--- config.mk ---
export PLATFORM = sky130hd
export DESIGN_NAME = comparator_output_irq_mux
export DESIGN_NICKNAME = d
export VERILOG_FILES = /design/src/hdl/comparator_pkg.sv /design/src/hdl/cmp_sync_edge.sv /design/src/hdl/comparator_output_irq_mux.sv
export VERILOG_INCLUDE_DIRS = /design/src /design/src/hdl
export SDC_FILE = /design/constraint.sdc
export NUM_CORES = 1
export LEC_CHECK = 0
export ABC_AREA = 1
export BUFFER_PORTS_ARGS = -buffer_cell sky130_fd_sc_hd__buf_4
export CORE_AREA = 2 2 72 74
export DETAILED_ROUTE_END_ITERATION = 16
export DIE_AREA = 0 0 74 76
export GPL_TIMING_DRIVEN = 0
export SKIP_LAST_GASP = 1
export SYNTH_ARGS = -nofsm -noshare
export SYNTH_HDL_FRONTEND = slang
export SYNTH_SLANG_ARGS = --single-unit
--- constraint.sdc ---
create_clock -name ref_clk -period 1.13 [get_ports ref_clk]
set_clock_uncertainty 0.15 [all_clocks]
set_input_delay 0.0565 -clock ref_clk [delete_from_list [all_inputs] [get_ports ref_clk]]
set_output_delay 0.0565 -clock ref_clk [all_outputs]
set_load 0.01 [all_outputs]
--- src/hdl/comparator_params.svh ---
/*
 * Offsets, field positions, reset values and timing counts of the
 * comparator output and interrupt block.
 * Assumes an 8-bit register port; included by its bare name.
 */
`ifndef COMPARATOR_PARAMS_SVH
`define COMPARATOR_PARAMS_SVH

// register offsets
`define CMP_INPUT_SELECT_ADDR 8'h9F
`define CMP_MODE_ADDR         8'h9D
`define CMP_STATUS_ADDR       8'h9C

// reset values
`define CMP_INPUT_SELECT_RESET 8'hFF
`define CMP_MODE_RESET         8'h00
`define CMP_READ_IDLE          8'h00

// input select fields
`define CMP_NEG_SEL_MSB 7
`define CMP_NEG_SEL_LSB 4
`define CMP_POS_SEL_MSB 3
`define CMP_POS_SEL_LSB 0

// mode register bits
`define CMP_MODE_ENABLE_BIT   7
`define CMP_MODE_RISE_IE_BIT  5
`define CMP_MODE_FALL_IE_BIT  4
`define CMP_MODE_SRC_IE_BIT   0

// status register bits
`define CMP_STAT_RESULT_BIT 6
`define CMP_STAT_RISE_BIT   5
`define CMP_STAT_FALL_BIT   4

// synchroniser depth
`define CMP_SYNC_STAGES 2

// analog mux widths
`define CMP_POS_MUX_WIDTH 12
`define CMP_NEG_MUX_WIDTH 11

`endif

--- src/hdl/comparator_pkg.sv ---
/*
 * Types of the comparator output and interrupt block: channel codes of
 * both input select fields.
 * Assumes nothing of its surroundings.
 */
package comparator_pkg;

   // negative input channel codes
   typedef enum logic [3:0] {
      NEG_PIN_0   = 4'h0,
      NEG_PIN_1   = 4'h1,
      NEG_PIN_2   = 4'h2,
      NEG_PIN_3   = 4'h3,
      NEG_PIN_4   = 4'h4,
      NEG_PIN_5   = 4'h5,
      NEG_PIN_6   = 4'h6,
      NEG_TOUCH   = 4'hC,
      NEG_HALF    = 4'hD,
      NEG_DIGITAL = 4'hE,
      NEG_GROUND  = 4'hF
   } neg_channel_t;

   // positive input channel codes
   typedef enum logic [3:0] {
      POS_PIN_0   = 4'h0,
      POS_PIN_7   = 4'h7,
      POS_TOUCH   = 4'hC,
      POS_HALF    = 4'hD,
      POS_BATTERY = 4'hE,
      POS_SUPPLY  = 4'hF
   } pos_channel_t;

endpackage
--- src/hdl/cmp_sync_edge.sv ---
/*
 * Synchroniser and edge detector for the comparator decision.
 * Assumes the input may change at any time with respect to ref_clk.
 */
`timescale 1ns/10ps
`default_nettype none

module cmp_sync_edge #(
   parameter int STAGES = 2
) (
   input  wire logic ref_clk,
   input  wire logic resetn,
   input  wire logic async_in,
   output var  logic sync_out,
   output var  logic rise_pulse,
   output var  logic fall_pulse
);

   // one flop alone cannot settle a metastable sample
   if (STAGES < 2) begin : g_bad_stages
      $error("cmp_sync_edge needs at least two stages");
   end

   logic [STAGES-1:0] stage;
   logic [STAGES-1:0] next_stage;
   logic              prev;
   logic              next_prev;

   ////////////////////////////////////////////////////////////////////////
   // shift chain; only the next stage reads the first flop
   always_comb begin
      next_stage = {stage[STAGES-2:0], async_in};
      next_prev  = stage[STAGES-1];
   end

   always_ff @(posedge ref_clk or negedge resetn) begin
      if (!resetn) begin
         stage <= '0;
         prev  <= 1'b0;
      end else begin
         stage <= next_stage;
         prev  <= next_prev;
      end
   end

   ////////////////////////////////////////////////////////////////////////
   // consecutive samples compared
   assign sync_out   = stage[STAGES-1];
   assign rise_pulse = stage[STAGES-1] & ~prev;
   assign fall_pulse = ~stage[STAGES-1] & prev;

endmodule // cmp_sync_edge

`default_nettype wire

--- src/hdl/comparator_output_irq_mux.sv ---
/*
 * Digital side of a voltage comparator: input channel select register,
 * analog mux enables, synchronised and raw outputs, edge flags and the
 * interrupt request.
 * Assumes cmp_analog_gt comes from the analog core (high while the
 * selected positive input is above the negative one) and a register port
 * with one-cycle strobes and read data in the following cycle.
 */
// The address-and-strobe port is this design's own decision.
`timescale 1ns/10ps
`default_nettype none

`include "comparator_params.svh"

module comparator_output_irq_mux #(
   parameter int SYNC_STAGES = `CMP_SYNC_STAGES
) (
   input  wire logic                          ref_clk,
   input  wire logic                          resetn,
   input  wire logic [7:0]                    reg_addr,
   input  wire logic [7:0]                    reg_wdata,
   input  wire logic                          reg_write,
   input  wire logic                          reg_read,
   output var  logic [7:0]                    reg_rdata,
   input  wire logic                          cmp_analog_gt,
   input  wire logic                          global_irq_enable,
   output var  logic                          cmp_enable,
   output var  logic [`CMP_POS_MUX_WIDTH-1:0] pos_mux_enable,
   output var  logic [`CMP_NEG_MUX_WIDTH-1:0] neg_mux_enable,
   output var  logic                          cmp_zero_sync_out,
   output var  logic                          cmp_zero_raw_out,
   output var  logic                          irq_request
);

   // refuse a chain too short to let a metastable sample settle
   if (SYNC_STAGES < 2) begin : g_bad_stages
      $error("comparator_output_irq_mux needs SYNC_STAGES of two or more");
   end

   ////////////////////////////////////////////////////////////////////////
   // declarations

   logic [7:0] input_select;
   logic [7:0] next_input_select;
   logic       rise_irq_enable;
   logic       next_rise_irq_enable;
   logic       fall_irq_enable;
   logic       next_fall_irq_enable;
   logic       irq_source_enable;
   logic       next_irq_source_enable;
   logic       next_cmp_enable;
   logic       rise_edge_flag;
   logic       next_rise_edge_flag;
   logic       fall_edge_flag;
   logic       next_fall_edge_flag;
   logic [7:0] next_reg_rdata;
   logic       next_irq_request;
   logic [`CMP_POS_MUX_WIDTH-1:0] next_pos_mux_enable;
   logic [`CMP_NEG_MUX_WIDTH-1:0] next_neg_mux_enable;
   logic       gated_decision;
   logic       sync_level;
   logic       rise_pulse;
   logic       fall_pulse;
   logic       cmp_result_status;
   logic       wr_select;
   logic       wr_mode;
   logic       wr_status;
   logic [3:0] neg_select;
   logic [3:0] pos_select;

   ////////////////////////////////////////////////////////////////////////
   // raw decision path

   // disabled comparator reads low; this path has no flop so it still
   // works with the clock stopped, at the price of being glitchy
   assign gated_decision   = cmp_enable & cmp_analog_gt;
   assign cmp_zero_raw_out = gated_decision;

   // synchroniser and edge detection of the gated decision
   cmp_sync_edge #(
      .STAGES (SYNC_STAGES)
   ) u_sync (
      .ref_clk    (ref_clk),
      .resetn     (resetn),
      .async_in   (gated_decision),
      .sync_out   (sync_level),
      .rise_pulse (rise_pulse),
      .fall_pulse (fall_pulse)
   );

   // latched copy serves status, interrupt and port routing
   assign cmp_result_status = sync_level;
   assign cmp_zero_sync_out = sync_level;

   ////////////////////////////////////////////////////////////////////////
   // register write decode

   // one strobe per register; a write to an unmapped
   // address selects nothing and is dropped
   always_comb begin
      wr_select = reg_write && (reg_addr == `CMP_INPUT_SELECT_ADDR);
      wr_mode   = reg_write && (reg_addr == `CMP_MODE_ADDR);
      wr_status = reg_write && (reg_addr == `CMP_STATUS_ADDR);
   end

   // select and mode registers
   always_comb begin
      next_input_select      = input_select;
      next_cmp_enable        = cmp_enable;
      next_rise_irq_enable   = rise_irq_enable;
      next_fall_irq_enable   = fall_irq_enable;
      next_irq_source_enable = irq_source_enable;
      if (wr_select) begin
         next_input_select = reg_wdata;   // reserved codes kept as written
      end
      if (wr_mode) begin
         next_cmp_enable        = reg_wdata[`CMP_MODE_ENABLE_BIT];
         next_rise_irq_enable   = reg_wdata[`CMP_MODE_RISE_IE_BIT];
         next_fall_irq_enable   = reg_wdata[`CMP_MODE_FALL_IE_BIT];
         next_irq_source_enable = reg_wdata[`CMP_MODE_SRC_IE_BIT];
      end
   end

   // reset leaves the comparator off, every switch open and both selects on
   // their top codes, so the first clock after reset closes supply against ground
   always_ff @(posedge ref_clk or negedge resetn) begin
      if (!resetn) begin
         input_select      <= `CMP_INPUT_SELECT_RESET;
         cmp_enable        <= 1'b0;
         rise_irq_enable   <= 1'b0;
         fall_irq_enable   <= 1'b0;
         irq_source_enable <= 1'b0;
      end else begin
         input_select      <= next_input_select;
         cmp_enable        <= next_cmp_enable;
         rise_irq_enable   <= next_rise_irq_enable;
         fall_irq_enable   <= next_fall_irq_enable;
         irq_source_enable <= next_irq_source_enable;
      end
   end

   ////////////////////////////////////////////////////////////////////////
   // edge flags

   // writing 0 clears a flag, writing 1 leaves it; an edge in the clearing
   // cycle wins so no event is lost
   always_comb begin
      next_rise_edge_flag = rise_edge_flag;
      next_fall_edge_flag = fall_edge_flag;
      if (wr_status && !reg_wdata[`CMP_STAT_RISE_BIT]) begin
         next_rise_edge_flag = 1'b0;
      end
      if (wr_status && !reg_wdata[`CMP_STAT_FALL_BIT]) begin
         next_fall_edge_flag = 1'b0;
      end
      if (rise_pulse) begin
         next_rise_edge_flag = 1'b1;
      end
      if (fall_pulse) begin
         next_fall_edge_flag = 1'b1;
      end
   end

   // only reset and a written zero ever clear the flags
   always_ff @(posedge ref_clk or negedge resetn) begin
      if (!resetn) begin
         rise_edge_flag <= 1'b0;
         fall_edge_flag <= 1'b0;
      end else begin
         rise_edge_flag <= next_rise_edge_flag;
         fall_edge_flag <= next_fall_edge_flag;
      end
   end

   ////////////////////////////////////////////////////////////////////////
   // interrupt request

   // either edge, or both, depending on the two enables
   always_comb begin
      next_irq_request = ((rise_edge_flag && rise_irq_enable)
                          || (fall_edge_flag && fall_irq_enable))
                         && irq_source_enable && global_irq_enable;
   end

   // registered so the request line never glitches; this costs
   // one cycle of latency after the flag
   always_ff @(posedge ref_clk or negedge resetn) begin
      if (!resetn) begin
         irq_request <= 1'b0;
      end else begin
         irq_request <= next_irq_request;
      end
   end

   ////////////////////////////////////////////////////////////////////////
   // analog mux decode

   // the two nibbles of the select register
   assign neg_select = input_select[`CMP_NEG_SEL_MSB:`CMP_NEG_SEL_LSB];
   assign pos_select = input_select[`CMP_POS_SEL_MSB:`CMP_POS_SEL_LSB];

   // one-hot switch enables; reserved codes close no switch at all
   always_comb begin
      next_neg_mux_enable = '0;
      unique case (comparator_pkg::neg_channel_t'(neg_select))
         comparator_pkg::NEG_PIN_0,
         comparator_pkg::NEG_PIN_1,
         comparator_pkg::NEG_PIN_2,
         comparator_pkg::NEG_PIN_3,
         comparator_pkg::NEG_PIN_4,
         comparator_pkg::NEG_PIN_5,
         comparator_pkg::NEG_PIN_6: begin
            next_neg_mux_enable[neg_select[2:0]] = 1'b1;   // odd pins
         end
         comparator_pkg::NEG_TOUCH:   next_neg_mux_enable[7]  = 1'b1;
         comparator_pkg::NEG_HALF:    next_neg_mux_enable[8]  = 1'b1;
         comparator_pkg::NEG_DIGITAL: next_neg_mux_enable[9]  = 1'b1;
         comparator_pkg::NEG_GROUND:  next_neg_mux_enable[10] = 1'b1;
         default:                     next_neg_mux_enable     = '0;   // reserved
      endcase
   end

   always_comb begin
      next_pos_mux_enable = '0;
      if (pos_select <= comparator_pkg::POS_PIN_7) begin
         next_pos_mux_enable[pos_select[2:0]] = 1'b1;      // even pins
      end else begin
         unique case (comparator_pkg::pos_channel_t'(pos_select))
            comparator_pkg::POS_TOUCH:   next_pos_mux_enable[8]  = 1'b1;
            comparator_pkg::POS_HALF:    next_pos_mux_enable[9]  = 1'b1;
            comparator_pkg::POS_BATTERY: next_pos_mux_enable[10] = 1'b1;
            comparator_pkg::POS_SUPPLY:  next_pos_mux_enable[11] = 1'b1;
            default:                     next_pos_mux_enable     = '0;   // reserved
         endcase
      end
   end

   // registered so the switches never see decode glitches
   always_ff @(posedge ref_clk or negedge resetn) begin
      if (!resetn) begin
         neg_mux_enable <= '0;
         pos_mux_enable <= '0;
      end else begin
         neg_mux_enable <= next_neg_mux_enable;
         pos_mux_enable <= next_pos_mux_enable;
      end
   end

   ////////////////////////////////////////////////////////////////////////
   // register read

   // data stand for the cycle after the strobe only; unmapped reads zero
   always_comb begin
      next_reg_rdata = `CMP_READ_IDLE;
      if (reg_read) begin
         unique case (reg_addr)
            `CMP_INPUT_SELECT_ADDR: begin
               next_reg_rdata = input_select;
            end
            `CMP_MODE_ADDR: begin
               next_reg_rdata[`CMP_MODE_ENABLE_BIT]  = cmp_enable;
               next_reg_rdata[`CMP_MODE_RISE_IE_BIT] = rise_irq_enable;
               next_reg_rdata[`CMP_MODE_FALL_IE_BIT] = fall_irq_enable;
               next_reg_rdata[`CMP_MODE_SRC_IE_BIT]  = irq_source_enable;
            end
            `CMP_STATUS_ADDR: begin
               next_reg_rdata[`CMP_STAT_RESULT_BIT] = cmp_result_status;
               next_reg_rdata[`CMP_STAT_RISE_BIT]   = rise_edge_flag;
               next_reg_rdata[`CMP_STAT_FALL_BIT]   = fall_edge_flag;
            end
            default: begin
               next_reg_rdata = `CMP_READ_IDLE;
            end
         endcase
      end
   end

   // registered read data; the master takes it in the cycle after
   // its strobe, and the byte reads zero in every other cycle
   always_ff @(posedge ref_clk or negedge resetn) begin
      if (!resetn) begin
         reg_rdata <= `CMP_READ_IDLE;
      end else begin
         reg_rdata <= next_reg_rdata;
      end
   end

endmodule // comparator_output_irq_mux

`default_nettype wire

==> impl_metrics.yaml <==
setup_path:
  r2r_end: "neg_mux_enable[6]"
  end_kind: "output pin"
  rrSetupSlack_ns: 0
  crit_path_max_fanout: 3
  critical_path_arrival_ns: 0.96
  crit_type: "reg2out"
  slowest_stage: "dfrtp_1"
  startpoint_type: "register"
  worstReg2RegStart: "input_select[7]"
  r2r_cells: 3
  critPathRequiredTime_ns: 0.92
  max_stage_delay_ns: 0.42
  crit_chain: "nand2_1 > inv_2 > buf_6"
clock_tree:
  hold_buffers: 13
  cts_tree: "yes"
  path_clk_slew_ns: 0.08
  clock-sinks: 49
  cts_max_path_buffers: 2
  cts-buffers-inserted: 5
  htree_num_levels: 2
  clk_latency_ns: 0.30
  root_buffer: "clkbuf_8"
power:
  p_leak_nw: 1.42
  p_clk_frac: 0.304
  peakVddDrop_mv: 0.687
  power_frac_comb: 0.122
  power.sequential.fraction: 0.574
  power.density_nw_per_um2: 1220
  swShare: 0.251
  internal-power_w: 0.00246
  p_switching_w: 0.000825
timing:
  worst-slew-pin-transition_ns: 0.585
  fmax_mhz: 856
  finalSetupViolCount: 1
  whs_ns: -0.169
  rsz0062_at_grt: "yes"
  timing.final.ws_setup_ns: -0.0383
  layout_min_cycle_time_ns: 1.17
  maxSlewViolCount: 0
  hold_viol: 1
  fin_crit_sh: 1.03
  slew_headroom: 0.610
  tns_ns: -0.0383
final_layout:
  multiInputGateArea_sq_um: 617
  regArea_sq_um: 1240
  layout_common_cells: "56 x buf_4, 41 x dfrtp_1, 38 x nand2_1"
  instances_no_fill: 335
  diodes: 0
  fillers: 467
  layout-drive-gt1-share: 0.392
  syn2layout_area_growth_pct: 42.7
  layout_commonest_cell: "buf_4"
  final_core_util: 0.545
  finalNetCount: 286
outcome:
  status: "finished, violations left"
  violations: "hold timing, setup timing"
placed_design:
  dp.cells: 313
  place.detailed.hpwl_um: 2680
  portBuffers: 56
  place_congestion: 0.759
  place_ws_ns: -0.0946
floorplan:
  start_util: 0.382
  row_count: 26
  io_pins: 57
  die_h_um: 76
  dieArea_sq_um: 5620
  die-width_um: 74
  coreArea_sq_um: 4910
grt:
  grt-ovfl-total: 0
  first_global_vias: 1409
  grt_max_degree: 50
  grt_pass1_wl_um: 6350
  track_usage: 0.148
  antenna_found_initial: 0
routing:
  ant_nets: 0
  via_count: 1479
  via_per_inst: 4.41
  wirelength_um: 3790
  drc: 0
  drt_iter0_markers: 46
  firstDrtPassIters: 4
  routedWlPerCell_um: 11.3
hold_path:
  hold_depth: 3
  whs_endpoint: "u_sync.stage[0]"
  hp-class: "in2reg"
  hold_start: "cmp_analog_gt"
yosys:
  synth_seq_area_share: 0.659
  ys_types: 17
  yosysWarnings: 0
  avgSynthCellArea_sq_um: 10.0
  syn_inst: 187
  synthDominantCellAreaShare: 0.547
  synth_fp_nets: 209
  synthTopCellsByArea: "dfrtp_1 55%, dfstp_2 11%, nand2_1 8.8%, nor2_1 5.2%, inv_1 4.0%"
  synth.largest_area_cell: "dfrtp_1"
  synth_seq_cells: 49
  netlist_area_sq_um: 1880
flow_run:
  drv_cap: 0
## cells by family (layout without fill, tap and decap cells)
group                  Yosys count  after routing  synth area share
AND/OR/NAND/NOR                100            100             0.244
flip-flops                      49             49             0.659
buffers and inverters           21             99            0.0460
AO/OA/AOI/OAI                   17             17            0.0513
## routing by layer
| layer | vias up | track usage | part of all wire |
|---|---|---|---|
| met5 | - | 0 | 0 |
| met4 | 0 | 0.0436 | 0.016 |
| met3 | 6 | 0.0503 | 0.059 |
| met2 | 51 | 0.243 | 0.51 |
| met1 | 683 | 0.182 | 0.41 |
| li1 | 739 | - | - |
## power groups by stage
| stage | registers [W] | clock network (W) | logic, W |
|---|---|---|---|
| 2_1_floorplan | 0.00193 | 0 | 0.000127 |
| 3_3_place_gp | 0.00191 | 0 | 0.000338 |
| 3_5_place_dp | 0.00191 | 0 | 0.000340 |
| 4_1_cts | 0.00188 | 0.00102 | 0.000382 |
| 5_1_grt | 0.00190 | 0.00110 | 0.000447 |
| 6_report | 0.00188 | 0.000997 | 0.000399 |
## state kept, by name, indices dropped and copies added (netlist names), 2 cells and up
register,flops
input_select,8
neg_mux_enable,11
reg_rdata,8
u_sync.stage,2
pos_mux_enable,12
## worst max path at each step
stage,startpoint,end,slack [ns],depth (start not counted)
6_report,cmp_enable,cmp_zero_raw_out,-0.04,3
5_1_grt,input_select[7],neg_mux_enable[2],-0.08,3
4_1_cts,cmp_enable,cmp_zero_raw_out,-0.05,3
3_5_place_dp,reg_addr[1],reg_rdata[0],-0.09,8
3_3_place_gp,reg_addr[3],reg_rdata[6],-0.12,5
2_1_floorplan,input_select[3],pos_mux_enable[0],0.11,3
## synthesized netlist by cell type
master and count:
a21oi_1 1, buf_6 1, dfrtp_1 41, dfstp_2 8
inv_1 20, nand2_1 44, nand2_2 4, nand2_4 1
nand3_1 12, nor2_1 26, nor2_2 2, nor2_8 2
nor3_1 8, o2111ai_1 1, o21ai_0 13, o21ai_2 2
or2_2 1
## final cells by class
type | count | share of cell area
sequential | 49 | 0.461
tap | 70 | 0.0327
inverter | 20 | 0.0290
buffer | 1 | 0.00420
clock buffer | 6 | 0.0271
timing repair buffer | 70 | 0.210
clock inverter | 2 | 0.00560
multi-input combinational | 117 | 0.230
## metrics by stage
step           cell area (sq um)  power, W
5_1_grt                     2680   0.00344
6_report                    2680   0.00328
2_1_floorplan               1880   0.00205
3_3_place_gp                2380   0.00225
4_1_cts                     2620   0.00328
3_5_place_dp                2380   0.00225
## timing repair
action | CTS | global route
setup endpoints to repair | 4 | 26
endpoints found under the hold margin | 69 | 1
gates resized for setup | 4 | 20
pin swaps | 1 | 3
buffers inserted | 1 | 0
## worst max-delay path, delay by kind of cell, from the launching register on
kind	cells	cell delay, ns
DFF	1	0.42
and+or+nand+nor	1	0.09
buffers and inverters	2	0.15
Power figures use the tool's default switching activity.
